## src/rtl/lock_pkg.sv

```systemverilog
package lock_pkg;

  // clocking and time base
  localparam int unsigned CLK_PERIOD_NS = 10;
  localparam int unsigned TICK_NS       = 10000;
  localparam int unsigned TICK_CYCLES   = TICK_NS / CLK_PERIOD_NS;

  // register map, byte offsets on the plain register port
  localparam logic [7:0] FAULT_CONFIG_ONE_OFS = 8'h90;
  localparam logic [7:0] LOCK_STATUS_OFS      = 8'hA0;
  localparam logic [7:0] LOCK_MASK_OFS        = 8'hA4;
  localparam logic [7:0] LOCK_STATE_OFS       = 8'hA8;

  localparam logic [31:0] FAULT_CONFIG_ONE_RST = 32'h0000_0000;
  localparam logic [3:0]  LOCK_STATUS_RST      = 4'h0;
  localparam logic [3:0]  LOCK_MASK_RST        = 4'h0;

  // field positions of fault_config_one
  localparam int unsigned PARITY_POS          = 31;
  localparam int unsigned TORQUE_REF_LSB      = 27;
  localparam int unsigned COMP_THRESH_LSB     = 23;
  localparam int unsigned ADC_THRESH_LSB      = 19;
  localparam int unsigned LOCK_MODE_LSB       = 15;
  localparam int unsigned DEGLITCH_LSB        = 11;
  localparam int unsigned RETRY_TIME_LSB      = 7;
  localparam int unsigned MOTOR_LOCK_MODE_LSB = 3;

  typedef struct packed {
    logic       parity;
    logic [3:0] torque_current_ref;
    logic [3:0] comparator_lock_threshold;
    logic [3:0] adc_lock_threshold;
    logic [3:0] lock_response_mode;
    logic [3:0] lock_deglitch_select;
    logic [3:0] lock_retry_time;
    logic [3:0] motor_lock_mode;
    logic       timeout_fault_en;
    logic       freq_fault_en;
    logic       saturation_flags_en;
  } fault_cfg_s;

  // status / mask bit positions
  localparam int unsigned ST_COMP_LOCK = 0;
  localparam int unsigned ST_ADC_LOCK  = 1;
  localparam int unsigned ST_LATCHED   = 2;
  localparam int unsigned ST_RETRY     = 3;

  // response mode codes
  localparam logic [3:0] MODE_RETRY_FIRST = 4'h4;
  localparam logic [3:0] MODE_REPORT      = 4'h8;

  typedef enum logic [1:0] {
    DRIVE_TRISTATE,
    DRIVE_RECIRCULATE,
    DRIVE_HIGH_BRAKE,
    DRIVE_LOW_BRAKE
  } drive_action_e;

  typedef enum logic [1:0] {
    ST_MONITOR,
    ST_RETRY_WAIT,
    ST_FAULT_LATCHED
  } lock_state_e;

  localparam int unsigned MA_W   = 14;
  localparam int unsigned TICK_W = 17;

  // current code to milliamps, shared by all three current fields
  function automatic logic [MA_W-1:0] current_ma(input logic [3:0] code);
    logic [MA_W-1:0] ma;
    ma = 14'h0000;
    unique case (code)
      4'h0: ma = 14'h007D;
      4'h1: ma = 14'h00FA;
      4'h2: ma = 14'h01F4;
      4'hE: ma = 14'h1B58;
      4'hF: ma = 14'h1F40;
      default: ma = 14'h03E8 + 14'(code - 4'h3) * 14'h01F4;
    endcase
    return ma;
  endfunction

  // deglitch time in 10 us ticks: 0.05 ms .. 1000 ms
  function automatic logic [TICK_W-1:0] deglitch_ticks(input logic [3:0] code);
    logic [TICK_W-1:0] t;
    t = 17'h00000;
    unique case (code)
      4'h0: t = 17'h00005;
      4'h1: t = 17'h0000A;
      4'h2: t = 17'h00014;
      4'h3: t = 17'h00032;
      4'h4: t = 17'h00064;
      4'h5: t = 17'h000FA;
      4'h6: t = 17'h001F4;
      4'h7: t = 17'h002EE;
      4'h8: t = 17'h003E8;
      4'h9: t = 17'h009C4;
      4'hA: t = 17'h01388;
      4'hB: t = 17'h01D4C;
      4'hC: t = 17'h02710;
      4'hD: t = 17'h04E20;
      4'hE: t = 17'h0C350;
      4'hF: t = 17'h186A0;
    endcase
    return t;
  endfunction

endpackage

```

## src/rtl/lock_compare.sv

```systemverilog
`timescale 1ns/100ps
`default_nettype none

module lock_compare #(
  parameter int unsigned W = 14
) (
  input  wire logic         sys_clk_i,
  input  wire logic         rst_n_i,
  input  wire logic [W-1:0] current_i,
  input  wire logic [W-1:0] threshold_i,
  output logic              over_o
);

  initial begin
    if (W < 14) $error("lock_compare: W too small for 8 A in mA");
  end

  logic next_over;

  always_comb begin
    next_over = current_i > threshold_i;
  end

  always_ff @(posedge sys_clk_i) begin
    if (!rst_n_i) begin
      over_o <= 1'b0;
    end else begin
      over_o <= next_over;
    end
  end

endmodule

`default_nettype wire

```

## src/rtl/lock_deglitch.sv

```systemverilog
`timescale 1ns/100ps
`default_nettype none

module lock_deglitch (
  input  wire logic       sys_clk_i,
  input  wire logic       rst_n_i,
  input  wire logic       cond_i,
  input  wire logic       tick_i,
  input  wire logic [3:0] select_i,
  output logic            confirmed_o
);

  logic [lock_pkg::TICK_W-1:0] count;
  logic [lock_pkg::TICK_W-1:0] next_count;
  logic                        next_confirmed;

  // the first partial tick counts whole, so the wait may be short
  // by up to one tick; acceptable against 50 us minimum
  always_comb begin
    next_count     = count;
    next_confirmed = confirmed_o;
    if (!cond_i) begin
      next_count     = '0;
      next_confirmed = 1'b0;
    end else if (count >= lock_pkg::deglitch_ticks(select_i)) begin
      next_confirmed = 1'b1;
    end else if (tick_i) begin
      next_count = count + 1'b1;
    end
  end

  always_ff @(posedge sys_clk_i) begin
    if (!rst_n_i) begin
      count       <= '0;
      confirmed_o <= 1'b0;
    end else begin
      count       <= next_count;
      confirmed_o <= next_confirmed;
    end
  end

endmodule

`default_nettype wire

```

## src/rtl/lock_current_limit_config.sv

```systemverilog
`timescale 1ns/100ps
`default_nettype none

module lock_current_limit_config #(
  parameter int unsigned TICK_CYCLES       = lock_pkg::TICK_CYCLES,
  parameter int unsigned RETRY_STEP_TICKS  = 10000,
  parameter int unsigned RETRY_LIMIT       = 3
) (
  input  wire logic                      sys_clk_i,
  input  wire logic                      rst_n_i,
  input  wire logic [7:0]                reg_addr_i,
  input  wire logic [31:0]               reg_wdata_i,
  input  wire logic                      reg_wr_i,
  input  wire logic                      reg_rd_i,
  output logic [31:0]                    reg_rdata_o,
  input  wire logic [lock_pkg::MA_W-1:0] comp_current_ma_i,
  input  wire logic [lock_pkg::MA_W-1:0] adc_current_ma_i,
  output logic [lock_pkg::MA_W-1:0]      torque_ref_ma_o,
  output logic [lock_pkg::MA_W-1:0]      comparator_limit_ma_o,
  output logic [lock_pkg::MA_W-1:0]      adc_threshold_ma_o,
  output lock_pkg::drive_action_e        drive_action_o,
  output logic                           drive_override_o,
  output logic                           fault_indicator_n_o,
  output logic                           irq_o
);

  initial begin
    if (TICK_CYCLES < 1 || TICK_CYCLES > 65535)
      $error("TICK_CYCLES out of range");
    if (RETRY_STEP_TICKS < 1 || RETRY_STEP_TICKS > 65535)
      $error("RETRY_STEP_TICKS out of range");
    if (RETRY_LIMIT < 1 || RETRY_LIMIT > 15)
      $error("RETRY_LIMIT out of range");
  end

  localparam logic [15:0] TICK_LAST  = 16'(TICK_CYCLES - 1);
  localparam logic [15:0] RETRY_STEP = 16'(RETRY_STEP_TICKS);
  localparam logic [3:0]  RETRY_MAX  = 4'(RETRY_LIMIT);

  // register file
  logic [31:0]          cfg_word;
  logic [31:0]          next_cfg_word;
  logic [3:0]           status;
  logic [3:0]           next_status;
  logic [3:0]           mask;
  logic [3:0]           next_mask;
  logic [31:0]          next_rdata;
  logic                 next_irq;
  lock_pkg::fault_cfg_s cfg;
  logic [3:0]           status_set;
  logic [3:0]           status_clr;

  assign cfg = lock_pkg::fault_cfg_s'(cfg_word);

  // lock engine
  lock_pkg::lock_state_e   state;
  lock_pkg::lock_state_e   next_state;
  lock_pkg::drive_action_e next_action;
  logic [15:0]             tick_cnt;
  logic [15:0]             next_tick_cnt;
  logic                    tick;
  logic [19:0]             retry_cnt;
  logic [19:0]             next_retry_cnt;
  logic [3:0]              retries;
  logic [3:0]              next_retries;
  logic                    confirmed_q;
  logic                    next_confirmed_q;
  logic                    next_override;
  logic                    next_fault_n;
  logic [lock_pkg::MA_W-1:0] next_torque_ma;
  logic [lock_pkg::MA_W-1:0] next_comp_ma;
  logic [lock_pkg::MA_W-1:0] next_adc_ma;

  logic comp_over;
  logic adc_over;
  logic detect_on;
  logic lock_raw;
  logic confirmed;
  logic lock_event;
  logic is_latch_mode;
  logic is_retry_mode;
  logic is_report_mode;

  always_comb begin
    is_latch_mode  = cfg.lock_response_mode < lock_pkg::MODE_RETRY_FIRST;
    is_retry_mode  = !is_latch_mode &&
                     cfg.lock_response_mode < lock_pkg::MODE_REPORT;
    is_report_mode = cfg.lock_response_mode == lock_pkg::MODE_REPORT;
    detect_on      = cfg.lock_response_mode <= lock_pkg::MODE_REPORT;
    // comparator and adc paths share one deglitch; either one over its limit counts
    lock_raw       = detect_on && (state == lock_pkg::ST_MONITOR) &&
                     (comp_over || adc_over);
    lock_event     = confirmed && !confirmed_q;
  end

  lock_compare #(
    .W(lock_pkg::MA_W)
  ) u_comp_cmp (
    .sys_clk_i  (sys_clk_i),
    .rst_n_i    (rst_n_i),
    .current_i  (comp_current_ma_i),
    .threshold_i(comparator_limit_ma_o),
    .over_o     (comp_over)
  );

  lock_compare #(
    .W(lock_pkg::MA_W)
  ) u_adc_cmp (
    .sys_clk_i  (sys_clk_i),
    .rst_n_i    (rst_n_i),
    .current_i  (adc_current_ma_i),
    .threshold_i(adc_threshold_ma_o),
    .over_o     (adc_over)
  );

  lock_deglitch u_deglitch (
    .sys_clk_i  (sys_clk_i),
    .rst_n_i    (rst_n_i),
    .cond_i     (lock_raw),
    .tick_i     (tick),
    .select_i   (cfg.lock_deglitch_select),
    .confirmed_o(confirmed)
  );

  // register port
  always_comb begin
    next_cfg_word = cfg_word;
    next_mask     = mask;
    status_clr    = 4'h0;
    next_rdata    = 32'h0000_0000;
    if (reg_wr_i) begin
      unique case (reg_addr_i)
        lock_pkg::FAULT_CONFIG_ONE_OFS: next_cfg_word = reg_wdata_i;
        lock_pkg::LOCK_STATUS_OFS:      status_clr    = reg_wdata_i[3:0];
        lock_pkg::LOCK_MASK_OFS:        next_mask     = reg_wdata_i[3:0];
        default: ;
      endcase
    end
    if (reg_rd_i) begin
      unique case (reg_addr_i)
        lock_pkg::FAULT_CONFIG_ONE_OFS: next_rdata = cfg_word;
        lock_pkg::LOCK_STATUS_OFS:      next_rdata = {28'h0, status};
        lock_pkg::LOCK_MASK_OFS:        next_rdata = {28'h0, mask};
        lock_pkg::LOCK_STATE_OFS:
          next_rdata = {24'h0, retries, 2'h0, state};
        default: ;
      endcase
    end
    // a set in the same cycle as its clear wins
    next_status = (status & ~status_clr) | status_set;
    next_irq    = |(next_status & next_mask);
  end

  always_ff @(posedge sys_clk_i) begin
    if (!rst_n_i) begin
      cfg_word    <= lock_pkg::FAULT_CONFIG_ONE_RST;
      status      <= lock_pkg::LOCK_STATUS_RST;
      mask        <= lock_pkg::LOCK_MASK_RST;
      reg_rdata_o <= 32'h0000_0000;
      irq_o       <= 1'b0;
    end else begin
      cfg_word    <= next_cfg_word;
      status      <= next_status;
      mask        <= next_mask;
      reg_rdata_o <= next_rdata;
      irq_o       <= next_irq;
    end
  end

  // decoded currents, one cycle behind the config word
  always_comb begin
    next_torque_ma = lock_pkg::current_ma(cfg.torque_current_ref);
    next_comp_ma   =
      lock_pkg::current_ma(cfg.comparator_lock_threshold);
    next_adc_ma    = lock_pkg::current_ma(cfg.adc_lock_threshold);
  end

  always_ff @(posedge sys_clk_i) begin
    if (!rst_n_i) begin
      torque_ref_ma_o       <= '0;
      comparator_limit_ma_o <= '0;
      adc_threshold_ma_o    <= '0;
    end else begin
      torque_ref_ma_o       <= next_torque_ma;
      comparator_limit_ma_o <= next_comp_ma;
      adc_threshold_ma_o    <= next_adc_ma;
    end
  end

  // free-running 10 us prescaler; it keeps running between locks,
  // which is why the first deglitch tick may be partial
  always_comb begin
    tick          = tick_cnt == TICK_LAST;
    next_tick_cnt = tick ? 16'h0000 : tick_cnt + 1'b1;
  end

  always_ff @(posedge sys_clk_i) begin
    if (!rst_n_i) begin
      tick_cnt <= 16'h0000;
    end else begin
      tick_cnt <= next_tick_cnt;
    end
  end

  // lock response state machine
  always_comb begin
    next_state       = state;
    next_retry_cnt   = retry_cnt;
    next_retries     = retries;
    next_action      = drive_action_o;
    next_override    = drive_override_o;
    // rising edge only, so a standing lock in report mode reports once
    next_confirmed_q = confirmed;
    status_set       = 4'h0;
    if (lock_event) begin
      status_set[lock_pkg::ST_COMP_LOCK] = comp_over;
      status_set[lock_pkg::ST_ADC_LOCK]  = adc_over;
    end
    unique case (state)
      lock_pkg::ST_MONITOR: begin
        next_override = 1'b0;
        if (lock_event && !is_report_mode) begin
          next_action = lock_pkg::drive_action_e'(cfg.lock_response_mode[1:0]);
          next_override = 1'b1;
          if (is_latch_mode || (is_retry_mode && retries >= RETRY_MAX)) begin
            next_state = lock_pkg::ST_FAULT_LATCHED;
            status_set[lock_pkg::ST_LATCHED] = 1'b1;
          end else begin
            next_state     = lock_pkg::ST_RETRY_WAIT;
            next_retry_cnt = 20'(RETRY_STEP) *
                             20'(cfg.lock_retry_time + 5'h01);
            next_retries   = retries + 1'b1;
            status_set[lock_pkg::ST_RETRY] = 1'b1;
          end
        end
      end
      lock_pkg::ST_RETRY_WAIT: begin
        // retry delay scales with lock_retry_time, one step per code
        if (retry_cnt == 20'h00000) begin
          next_state    = lock_pkg::ST_MONITOR;
          next_override = 1'b0;
        end else if (tick) begin
          next_retry_cnt = retry_cnt - 1'b1;
        end
      end
      lock_pkg::ST_FAULT_LATCHED: begin
        // leaves only when software clears the latched status bit
        if (status_clr[lock_pkg::ST_LATCHED]) begin
          next_state    = lock_pkg::ST_MONITOR;
          next_override = 1'b0;
          next_retries  = 4'h0;
        end
      end
    endcase
    // indicator stays low until software clears the cause
    next_fault_n = !(next_state != lock_pkg::ST_MONITOR ||
                     next_status[lock_pkg::ST_COMP_LOCK] ||
                     next_status[lock_pkg::ST_ADC_LOCK]);
  end

  always_ff @(posedge sys_clk_i) begin
    if (!rst_n_i) begin
      state               <= lock_pkg::ST_MONITOR;
      retry_cnt           <= 20'h00000;
      retries             <= 4'h0;
      confirmed_q         <= 1'b0;
      drive_action_o      <= lock_pkg::DRIVE_TRISTATE;
      drive_override_o    <= 1'b0;
      fault_indicator_n_o <= 1'b1;
    end else begin
      state               <= next_state;
      retry_cnt           <= next_retry_cnt;
      retries             <= next_retries;
      confirmed_q         <= next_confirmed_q;
      drive_action_o      <= next_action;
      drive_override_o    <= next_override;
      fault_indicator_n_o <= next_fault_n;
    end
  end

endmodule

`default_nettype wire

```

## config.mk

```make
export PLATFORM = sky130hd
export DESIGN_NAME = lock_current_limit_config
export DESIGN_NICKNAME = d
export VERILOG_FILES = /design/src/rtl/lock_pkg.sv /design/src/rtl/lock_compare.sv /design/src/rtl/lock_deglitch.sv /design/src/rtl/lock_current_limit_config.sv
export SDC_FILE = /design/constraint.sdc
export NUM_CORES = 1
export LEC_CHECK = 0
export BUFFER_PORTS_ARGS = -buffer_cell sky130_fd_sc_hd__buf_2
export CORE_ASPECT_RATIO = 1.5
export CORE_MARGIN = 3
export CORE_UTILIZATION = 51
export CTS_BUF_LIST = sky130_fd_sc_hd__clkbuf_4 sky130_fd_sc_hd__clkbuf_8 sky130_fd_sc_hd__clkbuf_16
export CTS_CLUSTER_SIZE = 8
export DETAILED_ROUTE_END_ITERATION = 7
export PLACE_DENSITY = 0.71
export SETUP_SLACK_MARGIN = 0.1
export SYNTH_ARGS = -nofsm -noshare
export SYNTH_HDL_FRONTEND = slang
export SYNTH_SLANG_ARGS = --single-unit
export TNS_END_PERCENT = 50
```

## constraint.sdc

```tcl
create_clock -name sys_clk_i -period 9.69 [get_ports sys_clk_i]
set_clock_uncertainty 0.2 [all_clocks]
set_input_delay 0.969 -clock sys_clk_i [delete_from_list [all_inputs] [get_ports sys_clk_i]]
set_output_delay 0.969 -clock sys_clk_i [all_outputs]
set_load 0.02 [all_outputs]
```

==> After elaboration in Yosys (flattened, before gate mapping) <==
Memory sizes are Yosys's and may differ from the RTL's. A register that Yosys moved wholly into a read port is not among the register bits.
Cells that the tools add are included.
{ "op_classes": {"add_sub_neg": 11, "n_mul": 4, "div": 0, "magnitude_cmp": 7, "eq_ne": 26, "n_shift": 0, "muxes": 34, "bitwise": 6, "n_reduce_logical": 32} }
{ "ops": {"columns": ["op", "n"], "rows": [
  ["$pmux W14 S5", 3],
  ["$pmux W32 S4", 1],
  ["$mux W20", 4],
  ["$add A10 B14 Y14 const A", 3],
  ["$mul A14 B7 Y12 const B", 3],
  ["$pmux W20 S2", 1],
  ["$mux W4", 9],
  ["$eq A8 B8 Y1 const B", 4],
  ["$eq A4 B4 Y1 const B", 7],
  ["$gt A14 B14 Y1", 2],
  ["$logic_not A20 Y1", 1],
  ["$sub A20 B1 Y20 const B", 1],
  ["$add A17 B1 Y17 const B", 1],
  ["$ge A17 B17 Y1", 1],
  ["$mux W17", 1],
  ["$add A16 B1 Y16 const B", 1],
  ["$eq A16 B10 Y1 const B", 1],
  ["$mul A10 B5 Y15 const A", 1],
  ["$sub A4 B2 Y5 const B", 3],
  ["$mux W2", 7],
  ["$eq A4 B1 Y1 const B", 3],
  ["$eq A4 B2 Y1 const B", 3],
  ["$logic_not A4 Y1", 3],
  ["$reduce_and A2 Y1", 6],
  ["other kinds (27)", 50]
]} }
{ "word_totals": {"register_bits": 182, "latch_bits": 0, "mem_bits_rw": 0, "romBits": 272, "out_inout_bits": 79, "elab_cells": 141, "mem_count": 1} }
{ "mem_list": {"columns": ["name", "words", "word_bits", "read_ports", "rd_clocked_by_memory_dff", "wr", "line_no", "source"], "rows": [
  ["(name not given)", 16, 17, 1, 1, 0, "lock_pkg.sv:87", "unique case (code)"]
]} }

==> Depth between registers and ports, before layout <==
{ "depth": {"word_depth": 12, "mapped_depth": 20, "ltp_nobuf": 19} }

==> By module <==
A second synthesis with hierarchy kept.
{ "hier_totals": {"cells_unflattened": 1549, "area_unflattened_um2": 13203.9} }
{ "modules_own_cells": {"columns": ["module", "n_inst", "cells_per_inst", "area_per_inst_um2", "seq_area_each_um2"], "rows": [
  ["lock_current_limit_config", 1, 1245, 10827.9, 3243.1],
  ["lock_deglitch", 1, 202, 1632.8, 360.3],
  ["lock_compare", 2, 51, 371.6, 20.0]
]} }

==> Worst setup path after synthesis <==
No wires, ideal clock.
{ "synth_timing": {"path_kind": "reg-to-reg", "from": "register cfg_word[27], in the netlist cfg[27]", "to": "register torque_ref_ma_o[13] (netlist bit)", "arrival_time_ns": 5.423, "required_time_ns": 9.404, "path_slack_ns": 3.981, "stages_incl_launch_ff": 21, "path_buffers": 1, "path_cell_list": "dfxtp_1 ha_1 or3_1 clkbuf_1 inv_1 ha_1 inv_1 fa_1 inv_1 fa_1 inv_1 fa_1 inv_1 ha_1 and2_1 a221o_1 or3_1 o311a_1 and4_1 or3_1 a211oi_1"} }
{ "synth_via": {"elab_chain_len": 4} }
{ "synth_rtl": {"columns": ["item", "line_no", "source"], "rows": [
  ["start, declared", "lock_current_limit_config.sv:41", "logic [31:0] cfg_word;"],
  ["start signal, assigned", "lock_current_limit_config.sv:156", "cfg_word <= lock_pkg::FAULT_CONFIG_ONE_RST;"],
  ["start signal, assigned", "lock_current_limit_config.sv:162", "cfg_word <= next_cfg_word;"],
  ["$sub A4 B2 Y5", "lock_pkg.sv:78", "default: ma = 14'h03E8 + 14'(code - 4'h3) * 14'h01F4;"],
  ["$mul A14 B7 Y12", "lock_pkg.sv:78", null],
  ["$add A10 B14 Y14", "lock_pkg.sv:78", null],
  ["$pmux W14 S5 *", "lock_pkg.sv:72", "unique case (code)"],
  ["end signal, assigned", "lock_current_limit_config.sv:184", "torque_ref_ma_o <= next_torque_ma;"],
  ["end, declared", "lock_current_limit_config.sv:18", "output logic [lock_pkg::MA_W-1:0] torque_ref_ma_o,"]
]} }
Mark *: on every way between the ends. The rest lies on a longest branch, timed or not.
A chain may end at the register's enable or synchronous reset.

==> Worst setup path in the final report <==
Same ends and word-level chain as after synthesis.

==> impl_metrics.yaml <==
worst_hold_path:
  hold_depth: 1
  min_from: "tick_cnt[0]$_SDFF_PP0_"
  hold_class: "register to register"
sta:
  hold_viol_final: 0
  fin_setup_tns_ps: 0
  relSlewSlack: 0.255
  fin_crit_ps: 5960
  max_freq_ghz: 0.168
  post-route-period-util: 0.615
  setup_ws_ps: 3730
  tightestPinTransition_ps: 1120
  rsz0062_at_grt: "no"
  slew_viol_final: 0
  finalSetupViolCount: 0
clock_tree:
  htreeDepth: 4
  cts.clk_slew.worst_paths_ps: 70
  cts.path.max_buffers: 2
  cts-root-buf: "clkbuf_16"
  clk_latency_ps: 460
  cts_setup_buffers: 0
  tritoncts: "built"
  ctsResizeCount: 0
  clock_sinks: 199
  cts_buffers: 17
  cts_hold_buf: 0
drt:
  routedWlPerCell_um: 15.3
  dr.pass1.iters: 6
  routed_via_density: 5.51
  wl_met2_um: 16400
  vias: 11300
  drc: 0
  finalWirelength_um: 31400
  top_layer_used: "met4"
  drtIter0Drc: 518
  dr_wl_met3_um: 961
  met1_length_um: 13200
  ant_nets: 0
logic_synthesis:
  avgSynthCellArea_um2: 8.53
  syn-instance-count: 1582
  syn_area_mm2: 0.0135
  synthArstFlopShare: 0
  synth_nets: 1870
  yosys-top-cells-area: "dfxtp_1, ha_1, fa_1"
  netlist.area_leader.share: 0.295
  synth-edff-count: 0
  synth_top_cell_by_area: "dfxtp_1"
  yosys_warnings: 0
  ys_ff_latch: 199
  synth.distinct_cells: 77
  yosysSeqAreaShare: 0.295
  ys.flop_type: "dfxtp_1"
floorplan:
  dieArea_mm2: 0.0285
  core_mm2: 0.0259
  die_w_um: 139
  start_util: 0.520
  num_rows: 72
  die_height_um: 205
  ios: 151
setup_path:
  worstPathRequired_ps: 9860
  rr_endpoint: "torque_ref_ma_o[13]$_SDFF_PN0_"
  startpoint: "cfg[27]$_SDFFE_PN0P_"
  cp_max_fo: 10
  r2r_cells: 19
  worstSetupStartpointType: "register"
  worstSetupEndpoint: "torque_ref_ma_o[13]$_SDFF_PN0_"
  critPathCaptureType: "register"
  crit_type: "register to register"
  rrSetupSlack_ps: 3730
  r2r-start: "cfg[27]$_SDFFE_PN0P_"
  critical_path_arrival_ps: 6130
pwr:
  cellLeakagePower_nw: 6.81
  max-vdd-ir-drop_mv: 0.106
  power.total_mw: 1.65
  power_per_cell_area_mw_per_mm2: 110
cells_and_area:
  multi_input_area_mm2: 0.00865
  final_cell_mix: "dfxtp_1, ha_1, inv_1"
  final_cells: 2050
  drive_gt1_frac: 0.132
  stdcell_area_mm2: 0.0151
  mostFrequentLayoutCell: "dfxtp_1"
  area_delta_synth_final_pct: 11.7
  regArea_mm2: 0.00398
  layout.nets: 1991
  fillers: 2378
place:
  dpl.hpwl_um: 24100
  dpl_worst_slack_ps: 3680
  numPortBuffers: 150
  gp_congestion: 0.865
  placement.cell_area_mm2: 0.0145
  dp_cells: 2017
global_routing:
  grt_use_total: 0.221
  overflow: 0
  grt_pass1_vias: 11200
  antenna_found_initial: 0
  grt_max_degree: 50
  grt_first_pass_wirelength_um: 52200
flow_run:
  drv_cap: 0
run_status:
  status: "finished clean"
-- report_power, final --
part	leakage, nW	internal [mW]	switching (mW)	total (mW)
Combinational	4.92	0.0503	0.0680	0.118
Sequential	1.61	0.823	0.00417	0.828
Clock	0.282	0.369	0.335	0.704
-- synthesized netlist by cell type, types with 5 or more instances --
cell and number:
a21o_1 15, nor2_1 108, nand3_1 39, ha_1 181, o21ai_0 68, nand2_1 151
fa_1 35, or2_2 13, dfxtp_1 199, or4_1 22, and3_1 22, nor4_1 5
mux2i_1 18, nand2b_1 13, or3_1 19, a31oi_1 14, a32oi_1 5, a21oi_1 118
o22ai_1 13, a211oi_1 8, clkbuf_1 49, o31ai_1 21, and2_1 29, nor3_1 19
o21a_1 15, nand4_1 14, xnor2_1 59, a22oi_1 8, xor2_1 31, nor2b_1 10
inv_1 164
-- worst max-delay path, stage by stage (launching register included) --
cell	delay, ps
dfxtp_1	500
ha_1	290
or3_1	460
inv_1	270
ha_1	340
inv_1	60
fa_1	480
inv_1	50
fa_1	530
inv_1	50
fa_1	500
inv_1	40
ha_1	320
and2_1	180
a221o_1	320
o21ai_0	310
a311o_1	290
a31oi_1	110
or3_1	360
a211oi_1	230
-- state kept, by name, summed over array words and instances, names as in the netlist, named ones only --
register                count
adc_threshold_ma_o         14
cfg                        32
comparator_limit_ma_o      14
confirmed_q                 1
drive_action_o              2
drive_override_o            1
fault_indicator_n_o         1
irq_o                       1
mask                        4
reg_rdata_o                32
retries                     4
retry_cnt                  20
state                       2
status                      4
tick_cnt                   16
torque_ref_ma_o            14
u_adc_cmp.over_o            1
u_comp_cmp.over_o           1
u_deglitch.confirmed_o      1
u_deglitch.count           17
-- through the flow --
| step | util | hold slack, ps |
|---|---|---|
| after floorplan | - | 213 |
| after global placement | 0.558 | 230 |
| after detailed placement | 0.558 | 233 |
| after CTS | 0.580 | 247 |
| after global routing | 0.580 | 266 |
| final | 0.580 | 249 |
-- kinds of logic after synthesis --
kind of cell,count (synthesis),synth area share
flops,199,0.295
mux,22,0.0167
compound gates,341,0.161
simple gates,492,0.182
buf+inv,220,0.0630
fa+ha+maj,216,0.220
xor+xnor,92,0.0618
-- how the worst min path moves through the flow --
stage                             end  slack, ps
2_1_floorplan  tick_cnt[0]$_SDFF_PP0_        210
3_3_place_gp   tick_cnt[0]$_SDFF_PP0_        230
3_5_place_dp   tick_cnt[0]$_SDFF_PP0_        230
4_1_cts        tick_cnt[0]$_SDFF_PP0_        250
5_1_grt        tick_cnt[0]$_SDFF_PP0_        270
6_report       tick_cnt[0]$_SDFF_PP0_        250
-- cell type report --
class	count	area share
multi-input cells	1163	0.575
flip-flops and latches	199	0.265
repair buffers	157	0.0533
inverters	165	0.0412
clock buffers	23	0.0329
well taps	333	0.0277
clock inverters	9	0.00540
diodes	1	0.000166
-- metal layers --
layer | up-vias | track usage
met1 | 5318 | 0.250
met5 | - | 0
li1 | 5719 | -
met3 | 54 | 0.0329
met4 | 0 | 0.0885
met2 | 211 | 0.415
(Power assumes the default switching activity.)
